File: src/hw/slc_pkg.sv
// Constants and types shared by the status LED controller
package slc_pkg;

  // Configuration port pair and key bytes
  localparam logic [15:0] CFG_INDEX_PORT = 16'h0302;
  localparam logic [15:0] CFG_DATA_PORT = 16'h0303;
  localparam logic [7:0] KEY_FIRST = 8'h46;
  localparam logic [7:0] KEY_SECOND = 8'h57;

  // Configuration indices
  localparam logic [7:0] IDX_DEVICE_SELECT = 8'h07;
  localparam logic [7:0] IDX_DEVICE_ACTIVATE = 8'h30;
  localparam logic [7:0] IDX_IO_BASE_HIGH = 8'h60;
  localparam logic [7:0] IDX_IO_BASE_LOW = 8'h61;
  localparam logic [7:0] DEVICE_NUM_INDICATOR = 8'h05;

  // Offsets relative to the programmed base
  localparam logic [15:0] LED_MODE_CONTROL_OFS = 16'h0000;

  // Reset values
  localparam logic [7:0] DEVICE_ACTIVATE_RST = 8'h00;
  localparam logic [3:0] LED_MODE_CONTROL_RST = 4'h1;
  localparam logic [15:0] IO_BASE_RST = 16'h0000;
  localparam logic [7:0] READ_IDLE_VALUE = 8'h00;

  // Field positions
  localparam int ACTIVATE_BIT = 0;
  localparam int GREEN_MODE_LSB = 0;
  localparam int RED_MODE_LSB = 2;

  // Per-element mode codes
  localparam logic [1:0] MODE_OFF = 2'h0;
  localparam logic [1:0] MODE_FAST = 2'h1;
  localparam logic [1:0] MODE_SLOW = 2'h2;
  localparam logic [1:0] MODE_STEADY = 2'h3;

  // System state codes given by firmware logic
  localparam logic [2:0] SYS_POWERED = 3'h0;
  localparam logic [2:0] SYS_SELF_TEST = 3'h1;
  localparam logic [2:0] SYS_OS_LOAD = 3'h2;
  localparam logic [2:0] SYS_ACT_ERROR = 3'h3;
  localparam logic [2:0] SYS_CLEAR_CMOS = 3'h4;
  localparam logic [2:0] SYS_SOFT_OFF = 3'h5;
  localparam logic [2:0] SYS_SUSPEND = 3'h6;
  localparam logic [2:0] SYS_USER = 3'h7;

  // Blink timing
  localparam int CLK_HZ = 250000000;
  localparam int FAST_BLINK_HZ = 8;
  localparam int SLOW_BLINK_HZ = 1;
  localparam int SLEEP_BLINK_PERIOD_MS = 2000;
  localparam int FAST_HALF_CYCLES = CLK_HZ / (2 * FAST_BLINK_HZ);
  localparam int SLOW_TICK_RATIO = FAST_BLINK_HZ / SLOW_BLINK_HZ;
  localparam int SLEEP_TICK_RATIO = (SLEEP_BLINK_PERIOD_MS * FAST_BLINK_HZ) / 1000;

  typedef enum logic [1:0] {
    CFG_LOCKED,
    CFG_KEY_SEEN,
    CFG_OPEN,
    CFG_EXIT_SEEN
  } slc_cfg_state_t;

endpackage

File: src/hw/slc_status_led.sv
// Status and activity LED controller with configuration port
`timescale 1ns/1ps
`default_nettype none
module slc_status_led #(
  parameter int FAST_HALF = slc_pkg::FAST_HALF_CYCLES
) (
  input wire logic sys_clk,
  input wire logic nrst,
  input wire logic [15:0] ioAddr,
  input wire logic ioWrStb,
  input wire logic ioRdStb,
  input wire logic [7:0] ioWrData,
  output logic [7:0] ioRdData,
  output logic ioRdAck,
  input wire logic sdActive,
  input wire logic sataActive,
  input wire logic [2:0] sysState,
  output logic statusRed,
  output logic statusGreen,
  output logic actYellow,
  output logic actRed
);
  import slc_pkg::*;

  // Reset release
  logic rstMeta_ff, rstSync;
  always_ff @(posedge sys_clk or negedge nrst) begin
    if (!nrst) begin
      rstMeta_ff <= 1'b0;
      rstSync <= 1'b0;
    end else begin
      rstMeta_ff <= 1'b1;
      rstSync <= rstMeta_ff;
    end
  end

  // Pin inputs through three flops, accepted when stages two and three agree
  logic [4:0] pinS1_ff, pinS2_ff, pinS3_ff, pinStable_ff, nxt_pinStable;
  always_comb begin
    nxt_pinStable = pinStable_ff;
    if (pinS2_ff == pinS3_ff) begin
      nxt_pinStable = pinS3_ff;
    end
  end

  always_ff @(posedge sys_clk or negedge rstSync) begin
    if (!rstSync) begin
      pinS1_ff <= '0;
      pinS2_ff <= '0;
      pinS3_ff <= '0;
      pinStable_ff <= '0;
    end else begin
      pinS1_ff <= {sysState, sataActive, sdActive};
      pinS2_ff <= pinS1_ff;
      pinS3_ff <= pinS2_ff;
      pinStable_ff <= nxt_pinStable;
    end
  end

  logic sdSync, sataSync;
  logic [2:0] stateSync;
  assign sdSync = pinStable_ff[0];
  assign sataSync = pinStable_ff[1];
  assign stateSync = pinStable_ff[4:2];

  // Configuration and register state
  slc_cfg_state_t cfg_ff, nxt_cfg;
  logic [7:0] index_ff, nxt_index;
  logic [7:0] devSel_ff, nxt_devSel;
  logic [7:0] activate_ff, nxt_activate;
  logic [15:0] base_ff, nxt_base;
  logic [3:0] led_ff, nxt_led;
  logic [7:0] rdData_ff, nxt_rdData;
  logic rdAck_ff, nxt_rdAck;

  logic cfgOpen, ledSel, idxWr, datWr, idxRd, datRd, ledHit;
  assign cfgOpen = (cfg_ff == CFG_OPEN) || (cfg_ff == CFG_EXIT_SEEN);
  assign ledSel = (devSel_ff == DEVICE_NUM_INDICATOR);
  assign idxWr = ioWrStb && (ioAddr == CFG_INDEX_PORT);
  assign datWr = ioWrStb && (ioAddr == CFG_DATA_PORT);
  assign idxRd = ioRdStb && (ioAddr == CFG_INDEX_PORT);
  assign datRd = ioRdStb && (ioAddr == CFG_DATA_PORT);
  // Full 16-bit match against the base
  assign ledHit = activate_ff[ACTIVATE_BIT] && (ioAddr == base_ff + LED_MODE_CONTROL_OFS);

  always_comb begin
    nxt_cfg = cfg_ff;
    nxt_index = index_ff;
    nxt_devSel = devSel_ff;
    nxt_activate = activate_ff;
    nxt_base = base_ff;
    nxt_led = led_ff;
    nxt_rdData = READ_IDLE_VALUE;
    nxt_rdAck = ioRdStb;
    // Key sequence on the index port
    if (idxWr) begin
      case (cfg_ff)
        CFG_LOCKED: begin
          if (ioWrData == KEY_FIRST) nxt_cfg = CFG_KEY_SEEN;
        end
        CFG_KEY_SEEN: begin
          if (ioWrData == KEY_SECOND) nxt_cfg = CFG_OPEN;
          else if (ioWrData != KEY_FIRST) nxt_cfg = CFG_LOCKED;
        end
        CFG_OPEN: begin
          nxt_index = ioWrData;
          if (ioWrData == KEY_SECOND) nxt_cfg = CFG_EXIT_SEEN;
        end
        default: begin
          nxt_index = ioWrData;
          if (ioWrData == KEY_FIRST) nxt_cfg = CFG_LOCKED;
          else if (ioWrData != KEY_SECOND) nxt_cfg = CFG_OPEN;
        end
      endcase
    end
    // Data port writes only while open
    if (datWr && cfgOpen) begin
      if (index_ff == IDX_DEVICE_SELECT) begin
        nxt_devSel = ioWrData;
      end else if (ledSel && index_ff == IDX_DEVICE_ACTIVATE) begin
        nxt_activate = ioWrData;
      end else if (ledSel && index_ff == IDX_IO_BASE_HIGH) begin
        nxt_base[15:8] = ioWrData;
      end else if (ledSel && index_ff == IDX_IO_BASE_LOW) begin
        nxt_base[7:0] = ioWrData;
      end
    end
    if (ioWrStb && ledHit) begin
      nxt_led = ioWrData[3:0];
    end
    // Read answers
    if (idxRd && cfgOpen) begin
      nxt_rdData = index_ff;
    end else if (datRd && cfgOpen) begin
      if (index_ff == IDX_DEVICE_SELECT) begin
        nxt_rdData = devSel_ff;
      end else if (ledSel && index_ff == IDX_DEVICE_ACTIVATE) begin
        nxt_rdData = activate_ff;
      end else if (ledSel && index_ff == IDX_IO_BASE_HIGH) begin
        nxt_rdData = base_ff[15:8];
      end else if (ledSel && index_ff == IDX_IO_BASE_LOW) begin
        nxt_rdData = base_ff[7:0];
      end
    end else if (ioRdStb && ledHit) begin
      nxt_rdData = {4'h0, led_ff};
    end
  end

  always_ff @(posedge sys_clk or negedge rstSync) begin
    if (!rstSync) begin
      cfg_ff <= CFG_LOCKED;
      index_ff <= 8'h00;
      devSel_ff <= 8'h00;
      activate_ff <= DEVICE_ACTIVATE_RST;
      base_ff <= IO_BASE_RST;
      led_ff <= LED_MODE_CONTROL_RST;
      rdData_ff <= READ_IDLE_VALUE;
      rdAck_ff <= 1'b0;
    end else begin
      cfg_ff <= nxt_cfg;
      index_ff <= nxt_index;
      devSel_ff <= nxt_devSel;
      activate_ff <= nxt_activate;
      base_ff <= nxt_base;
      led_ff <= nxt_led;
      rdData_ff <= nxt_rdData;
      rdAck_ff <= nxt_rdAck;
    end
  end

  assign ioRdData = rdData_ff;
  assign ioRdAck = rdAck_ff;
  // Blink phases
  logic tick, fastPhase, slowPhase, sleepPhase;
  slc_blink_gen #(
    .HALF_CYCLES(FAST_HALF)
  ) u_blink (
    .sys_clk(sys_clk),
    .rstSync(rstSync),
    .tick(tick),
    .fastPhase(fastPhase),
    .slowPhase(slowPhase),
    .sleepPhase(sleepPhase)
  );

  function automatic logic modeLit(input logic [1:0] mode, input logic fast,
                                   input logic slow);
    logic lit;
    lit = 1'b0;
    if (mode == MODE_FAST) lit = fast;
    else if (mode == MODE_SLOW) lit = slow;
    else if (mode == MODE_STEADY) lit = 1'b1;
    return lit;
  endfunction

  // Lamp outputs
  logic red_ff, nxt_red, green_ff, nxt_green, yellow_ff, nxt_yellow, actRed_ff, nxt_actRed;
  always_comb begin
    nxt_red = 1'b0;
    nxt_green = 1'b0;
    nxt_yellow = sdSync;
    nxt_actRed = sataSync;
    case (stateSync)
      SYS_POWERED: nxt_green = fastPhase;
      SYS_SELF_TEST: nxt_green = slowPhase;
      SYS_OS_LOAD: nxt_green = 1'b1;
      SYS_ACT_ERROR: nxt_red = 1'b1;
      SYS_CLEAR_CMOS: nxt_red = fastPhase;
      SYS_SOFT_OFF: begin
        nxt_red = 1'b1;
        nxt_green = 1'b1;
      end
      // Both elements share one phase so orange is seen
      SYS_SUSPEND: begin
        nxt_red = sleepPhase;
        nxt_green = sleepPhase;
      end
      default: begin
        nxt_green = modeLit(led_ff[GREEN_MODE_LSB +: 2], fastPhase, slowPhase);
        nxt_red = modeLit(led_ff[RED_MODE_LSB +: 2], fastPhase, slowPhase);
      end
    endcase
  end

  always_ff @(posedge sys_clk or negedge rstSync) begin
    if (!rstSync) begin
      red_ff <= 1'b0;
      green_ff <= 1'b0;
      yellow_ff <= 1'b0;
      actRed_ff <= 1'b0;
    end else begin
      red_ff <= nxt_red;
      green_ff <= nxt_green;
      yellow_ff <= nxt_yellow;
      actRed_ff <= nxt_actRed;
    end
  end

  assign statusRed = red_ff;
  assign statusGreen = green_ff;
  assign actYellow = yellow_ff;
  assign actRed = actRed_ff;
endmodule
`default_nettype wire

File: src/hw/slc_blink_gen.sv
// Blink phase generator dividing the system clock
`timescale 1ns/1ps
`default_nettype none
module slc_blink_gen #(
  parameter int HALF_CYCLES = 15625000
) (
  input wire logic sys_clk,
  input wire logic rstSync,
  output logic tick,
  output logic fastPhase,
  output logic slowPhase,
  output logic sleepPhase
);
  import slc_pkg::*;

  localparam int CW = $clog2(HALF_CYCLES);
  localparam logic [CW-1:0] LAST = CW'(HALF_CYCLES - 1);

  logic [CW-1:0] div_ff, nxt_div;
  logic tick_ff, nxt_tick;
  logic [3:0] phase_ff, nxt_phase;

  always_comb begin
    nxt_tick = 1'b0;
    nxt_div = div_ff + 1'b1;
    nxt_phase = phase_ff;
    if (div_ff == LAST) begin
      nxt_div = '0;
      nxt_tick = 1'b1;
      nxt_phase = phase_ff + 1'b1;
    end
  end

  always_ff @(posedge sys_clk or negedge rstSync) begin
    if (!rstSync) begin
      div_ff <= '0;
      tick_ff <= 1'b0;
      phase_ff <= '0;
    end else begin
      div_ff <= nxt_div;
      tick_ff <= nxt_tick;
      phase_ff <= nxt_phase;
    end
  end

  // Phase bits: bit0 8 Hz, bit3 1 Hz, sleep toggles every 16 ticks
  logic sleep_ff, nxt_sleep;
  always_comb begin
    nxt_sleep = sleep_ff;
    if (div_ff == LAST && phase_ff == 4'hF) begin
      nxt_sleep = ~sleep_ff;
    end
  end

  always_ff @(posedge sys_clk or negedge rstSync) begin
    if (!rstSync) begin
      sleep_ff <= 1'b0;
    end else begin
      sleep_ff <= nxt_sleep;
    end
  end

  assign tick = tick_ff;
  assign fastPhase = phase_ff[0];
  assign slowPhase = phase_ff[3];
  assign sleepPhase = sleep_ff;

endmodule
`default_nettype wire

File: config.mk
export PLATFORM = sky130hd
export DESIGN_NAME = slc_status_led
export DESIGN_NICKNAME = d
export VERILOG_FILES = /design/src/hw/slc_pkg.sv /design/src/hw/slc_status_led.sv /design/src/hw/slc_blink_gen.sv
export SDC_FILE = /design/constraint.sdc
export NUM_CORES = 1
export LEC_CHECK = 0
export ABC_AREA = 1
export BUFFER_PORTS_ARGS = -buffer_cell sky130_fd_sc_hd__buf_2
export CAP_MARGIN = 20
export CORE_UTILIZATION = 40
export CTS_CLUSTER_DIAMETER = 80
export DETAILED_ROUTE_END_ITERATION = 10
export GPL_TIMING_DRIVEN = 0
export PLACE_DENSITY = 0.67
export SYNTH_ARGS = -nofsm -noshare
export SYNTH_HDL_FRONTEND = slang
export SYNTH_SLANG_ARGS = --single-unit
File: constraint.sdc
create_clock -name sys_clk -period 4.6 [get_ports sys_clk]
set_input_delay 0.69 -clock sys_clk [delete_from_list [all_inputs] [get_ports sys_clk]]
set_output_delay 0.69 -clock sys_clk [all_outputs]
set_load 0.02 [all_outputs]
# ---- After elaboration in Yosys (flattened, before gate mapping)
# Index checks and enable logic that the tools add are counted.
dict set report totals {
  out_inout_bits 13
  in_bits 33
  elab_cells 114
  regBits 110
}
dict set report op_classes {
  eq_ne 33
  addsub 2
  mux 23
  reduce_logical 29
  n_bitwise 5
}
# operator n
set ops {}
lappend ops {{$mux 8} 6}
lappend ops {{$eq 16x10->1 const B} 2}
lappend ops {{$eq 8x7->1 const B} 4}
lappend ops {{$add 24x1->24 const B} 1}
lappend ops {{$eq 24x24->1 const B} 1}
lappend ops {{$mux 24} 1}
lappend ops {{$eq 16x16->1} 1}
lappend ops {{$eq 8x3->1 const B} 2}
lappend ops {{$ne 8x7->1 const B} 2}
lappend ops {{$logic_and 1x1->1} 14}
lappend ops {{$eq 2x2->1 const B} 6}
lappend ops {{$mux 2} 6}
lappend ops {{$reduce_and 5->1} 2}
lappend ops {{$eq 3x3->1 const B} 3}
lappend ops {{$eq 8x6->1 const B} 1}
lappend ops {{$reduce_or 2->1} 4}
lappend ops {{$eq 2x1->1 const B} 3}
lappend ops {{$eq 3x2->1 const B} 2}
lappend ops {{$mux 1} 6}
lappend ops {{$pmux 2 s3} 1}
lappend ops {{$eq 5x5->1} 1}
lappend ops {{$not 1->1} 5}
lappend ops {{$pmux 1 s5} 1}
lappend ops {{$add 4x1->4 const B} 1}
lappend ops {{other kinds (15)} 16}

# ---- Longest topological paths before layout
# Gate-level depths: netlist of the first run.
dict set report logic_depth {
  word_depth 8
  depth_mapped 12
  depth_no_buf 12
}

# ---- By module
# Synthesis of the first run repeated with hierarchy kept, for this count alone.
dict set report hier_totals {
  cells_unflattened 767
  area_unflattened_um2 5843.1
}
# mod cells_each instances area_per_inst_um2 seq_area_each_um2
set by_module_without_submodules {}
lappend by_module_without_submodules {slc_status_led 536 1 4122.7 2028.2}
lappend by_module_without_submodules {slc_blink_gen 231 1 1720.4 750.7}

# ---- Least setup slack after synthesis of the first run
# OpenSTA, ideal clock, no wires.
dict set report synth_timing {
  path_kind {input -> register}
  from {in ioAddr[15]}
  to {reg base_ff[6]}
  path_buffers 1
  setup_ps 115
  path_stages 11
  arrival_time_ps 1745
  required_time_ps 4485
  slack_ps 2740
  cell_sequence {nor2_1 nand2_1 nor2_2 nand3b_2 nor2_4 nand2_4 nor2_4 buf_6 nand2_1 o21ai_2 inv_2}
}
dict set report synth_via {
  elab_chain_len 4
}
# element line_no
set synth_rtl {}
lappend synth_rtl {{start: declaration} slc_status_led.sv:9} ;# input wire logic [15:0] ioAddr,
lappend synth_rtl {{$eq 16x10->1} slc_status_led.sv:80} ;# assign datWr = ioWrStb && (ioAddr == CFG_DATA_PORT);
lappend synth_rtl {{$logic_and 1x1->1} slc_status_led.sv:80}
lappend synth_rtl {{$logic_and 1x1->1} slc_status_led.sv:117} ;# if (datWr && cfgOpen) begin
lappend synth_rtl {{$reduce_and 5->1 (no source line)} n/a}
lappend synth_rtl {{end signal: assignment} slc_status_led.sv:164} ;# base_ff <= nxt_base;
lappend synth_rtl {{end: declaration} slc_status_led.sv:71} ;# logic [15:0] base_ff, nxt_base;
# Every way passes these cells.
# A chain may end at the register's enable or synchronous reset.

# ---- Worst setup path in the final report of the first run
dict set report layout_timing {
  from {in ioAddr[0]}
  to {reg led_ff[3]}
}
dict set report layout_via {
  elab_chain_len 3
}
# element line_no
set layout_rtl {}
lappend layout_rtl {{$eq 16x16->1} slc_status_led.sv:84} ;# assign ledHit = activate_ff[ACTIVATE_BIT] && (ioAddr == base_ff + LED_MODE_CONTROL_OFS);
lappend layout_rtl {{$logic_and 1x1->1} slc_status_led.sv:84}
lappend layout_rtl {{$logic_and 1x1->1} slc_status_led.sv:128} ;# if (ioWrStb && ledHit) begin
lappend layout_rtl {{end signal: assignment} slc_status_led.sv:165} ;# led_ff <= nxt_led;
lappend layout_rtl {{end: declaration} slc_status_led.sv:72} ;# logic [3:0] led_ff, nxt_led;
# Every way passes these cells.

==> results of run 1 <==
[cells in the mapped netlist (2+ instances only)]
master,instances,area share [%]
clkbuf_1,3,0.20
xnor2_1,8,1.2
o21ai_0,58,5.1
nor4_1,8,0.88
a211oi_1,2,0.26
nand3b_1,3,0.40
and2_1,2,0.22
a21oi_1,20,1.8
nor3_2,2,0.35
nor2_2,4,0.44
nor3_1,12,1.1
nand2_1,168,11
o22ai_1,3,0.33
nand3_1,38,3.3
inv_2,8,0.53
inv_1,122,8.0
nor2_1,63,4.2
buf_2,6,0.53
o21ai_2,10,1.5
o21ai_1,3,0.26
dfrtp_1,109,48
xor2_1,13,2.0
buf_6,4,0.79
nor3b_1,2,0.26
nand4_2,2,0.44
nor2_4,3,0.59
nand4_1,30,3.3
ha_1,2,0.44
[metrics by stage]
| stage | worst slack (ns) | power, mW | instance area (um^2) |
|---|---|---|---|
| after floorplan | 1.31 | 1.12 | 5690 |
| after global placement | 0.115 | 1.18 | 6140 |
| after detailed placement | 2.33 | 1.19 | 6170 |
| after CTS | 2.71 | 1.98 | 6470 |
| after global routing | 2.52 | 2.04 | 6470 |
| final | 2.67 | 1.96 | 6470 |
[registers in the layout, summed over array words and instances (netlist names), 2 cells and up]
signal	count
activate_ff	8
base_ff	16
cfg_ff	2
devSel_ff	8
index_ff	8
ioRdData	8
led_ff	4
pinS1_ff	5
pinS2_ff	5
pinS3_ff	5
pinStable_ff	5
u_blink.div_ff	24
u_blink.phase_ff	4
[metal layers]
layer,part of all wire (%),routed length [um]
met5,0,0
met4,2.2,300
met3,3.8,518
met2,45,6100
met1,49,6540
[final cells by class]
type	instances	area, um^2	area share [%]
inverter	130	488	7.54
clock buffer	9	225	3.48
sequential	110	2760	42.6
tap	180	225	3.48
multi-input combinational	468	2350	36.4
buffer	14	93.8	1.45
timing repair buffer	46	253	3.91
clock inverter	7	73.8	1.14
[report_power, final]
group / internal (mW) / switching, mW / leakage (nW) / total [mW]
clock network: 0.387 / 0.403 / 0.148 / 0.791
registers: 1.00 / 0.0217 / 1.42 / 1.02
logic: 0.0488 / 0.0933 / 1.71 / 0.142
[worst max path at each step]
stage                                  from                 end  slack, ns  depth (start not counted)
after floorplan                     rstSync              actRed       1.31                          0
after global placement              rstSync        devSel_ff[3]       0.11                          0
after detailed placement          ioAddr[0]           led_ff[3]       2.33                          9
after CTS                 u_blink.div_ff[0]  u_blink.div_ff[22]       2.71                          8
after global routing             ioAddr[12]         ioRdData[3]       2.52                         12
final                             ioAddr[0]           led_ff[3]       2.67                          8
[logic make-up (layout without fill, tap and decap cells)]
group | count (synthesis) | after routing | share of synthesized area, %
xor+xnor | 21 | 21 | 3.23
flops | 110 | 110 | 48.4
fa+ha+maj | 2 | 2 | 0.440
simple gates | 344 | 344 | 27.8
other cells | 1 | 1 | 0.0659
buf+inv | 144 | 206 | 10.2
compound gates | 100 | 100 | 9.83
==> metrics.md, run 1 <==
| Metric | Value |
|---|---|
| GR Util met1 | 28.1% |
| Reg clk slew, reported paths | 0.07 ns |
| Setup TNS | 0 ns |
| Vias in the first global route | 4,396 |
| Routed WL per cell | between 10 and 15 um |
| Register area share after synthesis | 48.4% |
| Grt met3 use | roughly 3.1% |
| Syn Nets | 757 |
| Hold Fails Final Rpt | 0 |
| Post-DRT Antenna Nets | 0 |
| Cell Rows | 43 |
| # clock sinks | 110 |
| Crit path arrival time | 2.20 ns |
| Crit path max-delay cell type | nor2_1 |
| First-pass GRT wire length | about 22,000 um |
| Die ar. | 14,700 um^2 |
| # IOs | 46 |
| Yosys cell types | 42 |
| Global placer's final weighted congestion | around 0.92 |
| Final core occ | 46.6% |
| Share of cells above drive strength 1 | 14.0% |
| Reg-to-reg slack, setup | around 2.7 ns |
| FF+latch count, synth | between 100 and 150 |
| CTS buffer count | 9 |
| Port bufs | 45 |
| Initial DRC count | 326 |
| CP required | 4.87 ns |
| Vias per Instance | 4.99 |
| Post-route DRC | 0 |
| Worst r2r dst | u_blink.div_ff[22] |
| Avg Cell Area, Syn | 7.88 um^2 |
| Fmax | 0.519 GHz |
| Post-DP HPWL | 10,100 um |
| Core ar. | 13,900 um^2 |
| Commonest non-fill, non-tap cell in the layout | nand2_1 |
| Max_slew headroom | ~65% |
| Buf/Inv on CP | 1 |
| R2R cell count | 8 |
| Detailed-route via count | a little under 5,000 |
| Slowest stage delay, CP | 0.39 ns |
| Post-synth EDFFs | 0 |
| RSZ-0062 raised after global routing | no |
| Htree depth | 3 |
| Crit Path Max Fanout | 8 |
| Postcts setup bufs | 0 |
| # nets final | 814 |
| Cell total after placement | ~950 |
| Hold Slack | 0.103 ns |
| Layout area overhead | 13.7% |
| Minimum clock period | 1.93 ns |
| Fill count | about 1,400 |
| Final wirelength | between 10,000 and 15,000 um |
| Hold Buf Count CTS | 0 |
| TritonCTS clock tree | yes |
| Aggregate global routing overflow | 0 |
| Least-Margin Pin Slew | 0.515 ns |
| Slew Limit Fails | 0 |
| Max-Cap Viols | 0 |
| CP Class | in -> reg |
| Ant. Diodes | 0 |
| Startpoint Class | primary input |
| Drt pass-1 iters | 5 |
| CP Capture Type | flop |
| Initial Util | between 40% and 50% |
| Root buffer cell | clkbuf_16 |
| Worst Hold Class | in -> async |
| Post-Layout Cell Count | between 900 and 1,000 |
| Status | finished clean |
| Critical R2R Launch | u_blink.div_ff[0] |
| Setup-failing EPs final | 0 |
| Maximum clock path buffer count | 2 |
| P_leak | roughly 3.3 nW |
| Initial antenna violation count | 0 |
| GRT Total Usage | 19.6% |
| Post-Syn Area | 5690 um^2 |
| Ys flop type | dfrtp_1 |
| Most frequent cells in the layout | nand2_1, inv_1, dfrtp_1 |
| Largest net degree at the start of global routing | a little over 70 |
| Die width | 121 um |
| M2 GR Usage | roughly 30% |
| P per Cell Area | ~300 nW/um^2 |
| Peak supply drop | 0.000188 V |
| Die Y | 121 um |
| CP delay by family, top | simple AND/OR/NAND/NOR gates |
| Crit-path cells | buf_2 > a21oi_1 > nand2_1 > nor2_1 > nand3_1 > nor2_1 > nand2_1 > o21ai_0 |
| Worst-Skew Late Latency | approximately 0.37 ns |
| Busiest grt layer | met2 |
| CTS resizes | 0 |
| Mapped Cells | roughly 720 |
| Warnings, synthesis | 0 |
| Clk_skew | 0.0116 ns |
| Crit share post-route | 41.9% |
| Async set or reset register ratio after synthesis | 100% |
No activity file was read; power rests on OpenSTA's default activity.
==> inputs of run 2 (changes only) <==
clock period = 1.95 ns   (was 4.6 ns; I/O delays follow)
==> run 2 against run 1 <==
Effect of this change:
- combinational power increased by 140%
- final cell count increased by 0.10%
- routed wire length increased by 1.3%
- critical path depth increased by 2
- die area unchanged
- critical endpoint is now base_ff[7]
- critical path type is now reg -> reg
- core utilization increased by 0.26 points
==> metrics.md, run 2 (same netlist as run 1, synthesis figures left out) <==
| Metric | Value |
|---|---|
| Status | finished clean |
| GRT Total Usage | 19.8% |
| Root buffer cell | clkbuf_16 |
| Max_slew headroom | 65.5% |
| Initial Util | between 40% and 50% |
| RSZ-0062 raised after global routing | no |
| Global placer's final weighted congestion | about 0.91 |
| Largest registers | u_blink.div_ff: 24 flops, base_ff: 16 flops |
| Hold Fails Final Rpt | 0 |
| # clock sinks | 110 |
| P_leak | 3.28 nW |
| Crit-path cells | nor2_2 > nand3_1 > nor2_4 > and2_1 > inv_2 > nor2_4 > buf_6 > nand2_1 > o21ai_2 > inv_2 |
| Most frequent cells in the layout | nand2_1, inv_1, dfrtp_1 |
| P per Cell Area | between 700 and 800 nW/um^2 |
| Slew Limit Fails | 0 |
| Setup-failing EPs final | 0 |
| Seq pwr share | 52.4% |
| Fmax | 0.551 GHz |
| Reg clk slew, reported paths | 0.08 ns |
| Clk_skew | 0.0164 ns |
| GR Util met1 | 28.1% |
| Crit share post-route | 93.0% |
| Core ar. | 13,900 um^2 |
| Final wirelength | 13,600 um |
| Vias in the first global route | between 4,000 and 5,000 |
| Cell total after placement | 948 |
| Layout area overhead | 14.4% |
| Top reg by flops | u_blink.div_ff |
| Htree depth | 3 |
| Drt pass-1 iters | 4 |
| Routed WL per cell | 14.1 um |
| Die width | 121 um |
| CP Capture Type | flop |
| TritonCTS clock tree | yes |
| Cell Rows | between 40 and 50 |
| Least-Margin Pin Slew | 0.514 ns |
| Postcts setup bufs | 0 |
| M2 GR Usage | around 30% |
| Peak supply drop | 0.000472 V |
| First-pass GRT wire length | 22,300 um |
| Crit path max-delay cell type | dfrtp_1 |
| # IOs | 46 |
| Flip-flop count of the largest register after layout | 24 |
| Grt met3 use | 3.81% |
| Largest net degree at the start of global routing | 70 |
| CP required | 2.21 ns |
| Post-DP HPWL | 10,100 um |
| Crit path arrival time | 2.07 ns |
| Tot Pwr | 4.61 mW |
| Worst-Skew Late Latency | 0.36 ns |
| Port bufs | 45 |
| Vias per Instance | 4.99 |
| Initial antenna violation count | 0 |
| Share of cells above drive strength 1 | about 15% |
| Post-Layout Cell Count | about 970 |
| Ant. Diodes | 0 |
| Worst Hold Class | in -> reg |
| Detailed-route via count | around 4,800 |
| Post-route DRC | 0 |
| # nets final | 815 |
| Cell Int Power | 3.39 mW |
| Commonest non-fill, non-tap cell in the layout | nand2_1 |
| Crit Path Max Fanout | 10 |
| CP Class | reg -> reg |
| Die Y | about 120 um |
| Die ar. | approximately 15,000 um^2 |
| Startpoint Class | flop |
| Net Sw Frac | 26.5% |
| Maximum clock path buffer count | 2 |
| Aggregate global routing overflow | 0 |
| Initial DRC count | 419 |
| CP delay by family, top | simple AND/OR/NAND/NOR gates |
| CTS buffer count | 9 |
| Clock network power share | 40.3% |
| Max-Cap Viols | 0 |
| Comb pwr share | 7.4% |
| Busiest grt layer | met2 |
| Buf/Inv on CP | 3 |
| Post-DRT Antenna Nets | 0 |
| Slowest stage delay, CP | 0.44 ns |
| Minimum clock period | 1.81 ns |
| Sw power | 1.22 mW |
## run 2: changes by cell type in the layout (fill, tap and decap cells not counted), moves of 2 or more
cell,before,now
nor2_1,63,60
nand2_1,168,166
nand2_2,1,3
nor2_2,4,6
## run 2: worst register-to-register path, delay by kind of cell, from the launching register on
family                 cells  cell delay, ns
AND/OR/NAND/NOR            6            0.93
buffers and inverters      3            0.29
flip-flops                 1            0.44
AO/OA/AOI/OAI              1            0.07
## run 2: power by group through the flow
stage               Sequential, mW  Clock (mW)  Combinational, mW
floorplan                     2.52           0              0.137
global placement              2.49           0              0.303
detailed placement            2.46           0              0.343
CTS                           2.42        1.89              0.345
global route                  2.43        1.97              0.384
finish                        2.42        1.86              0.340
## run 2: what timing repair did
item                       4_1_cts  5_1_grt
resized for setup                0        9
hold endpoints to repair         2        0
setup endpoints to repair        0       31
hold buffers                     1        0
## run 2: final timing paths
check                            start                  to  slack [ns]  cells after the start
setup / recovery           index_ff[1]          base_ff[7]        0.14                     10
hold reg to reg                rstSync  u_blink.div_ff[13]        0.31                      0
max in group asynchronous      rstSync           led_ff[0]        0.89                      1
hold / removal             sysState[2]         pinS1_ff[4]        0.03                      1
min in group asynchronous         nrst             rstSync        0.24                      2
setup reg to reg           index_ff[1]          base_ff[7]        0.14                     10
## run 2: final cells by class
| class | count | area (um^2) |
|---|---|---|
| Sequential cell | 110 | 2760 |
| Clock inverter | 7 | 68.8 |
| Clock buffer | 9 | 225 |
| Timing Repair Buffer | 47 | 263 |
| Fill cell | 1385 | 7370 |
| Inverter | 130 | 488 |
| Multi-Input combinational cell | 468 | 2380 |
| Buffer | 14 | 96.3 |
| Tap cell | 180 | 225 |
## run 2: layer usage
metal	share of wire (%)	wire (um)
met1	47	6350
met2	46	6230
met3	6.2	851
met4	1.5	211
met5	0	0
## run 2: metrics by stage
stage | utilization, % | instance area (um^2) | setup TNS (ns) | setup slack (ns) | hold WS, ns
6_report | 46.9 | 6510 | 0 | 0.136 | 0.0334
2_1_floorplan | - | 5690 | 0 | 0.110 | -0.00309
4_1_cts | 46.7 | 6480 | 0 | 0.0586 | 0.0240
5_1_grt | 46.9 | 6510 | 0 | 0.0104 | 0.0205
3_3_place_gp | 44.2 | 6140 | -60.18 | -0.569 | 0.0794
3_5_place_dp | 44.5 | 6170 | 0 | 0.0840 | 0.0793
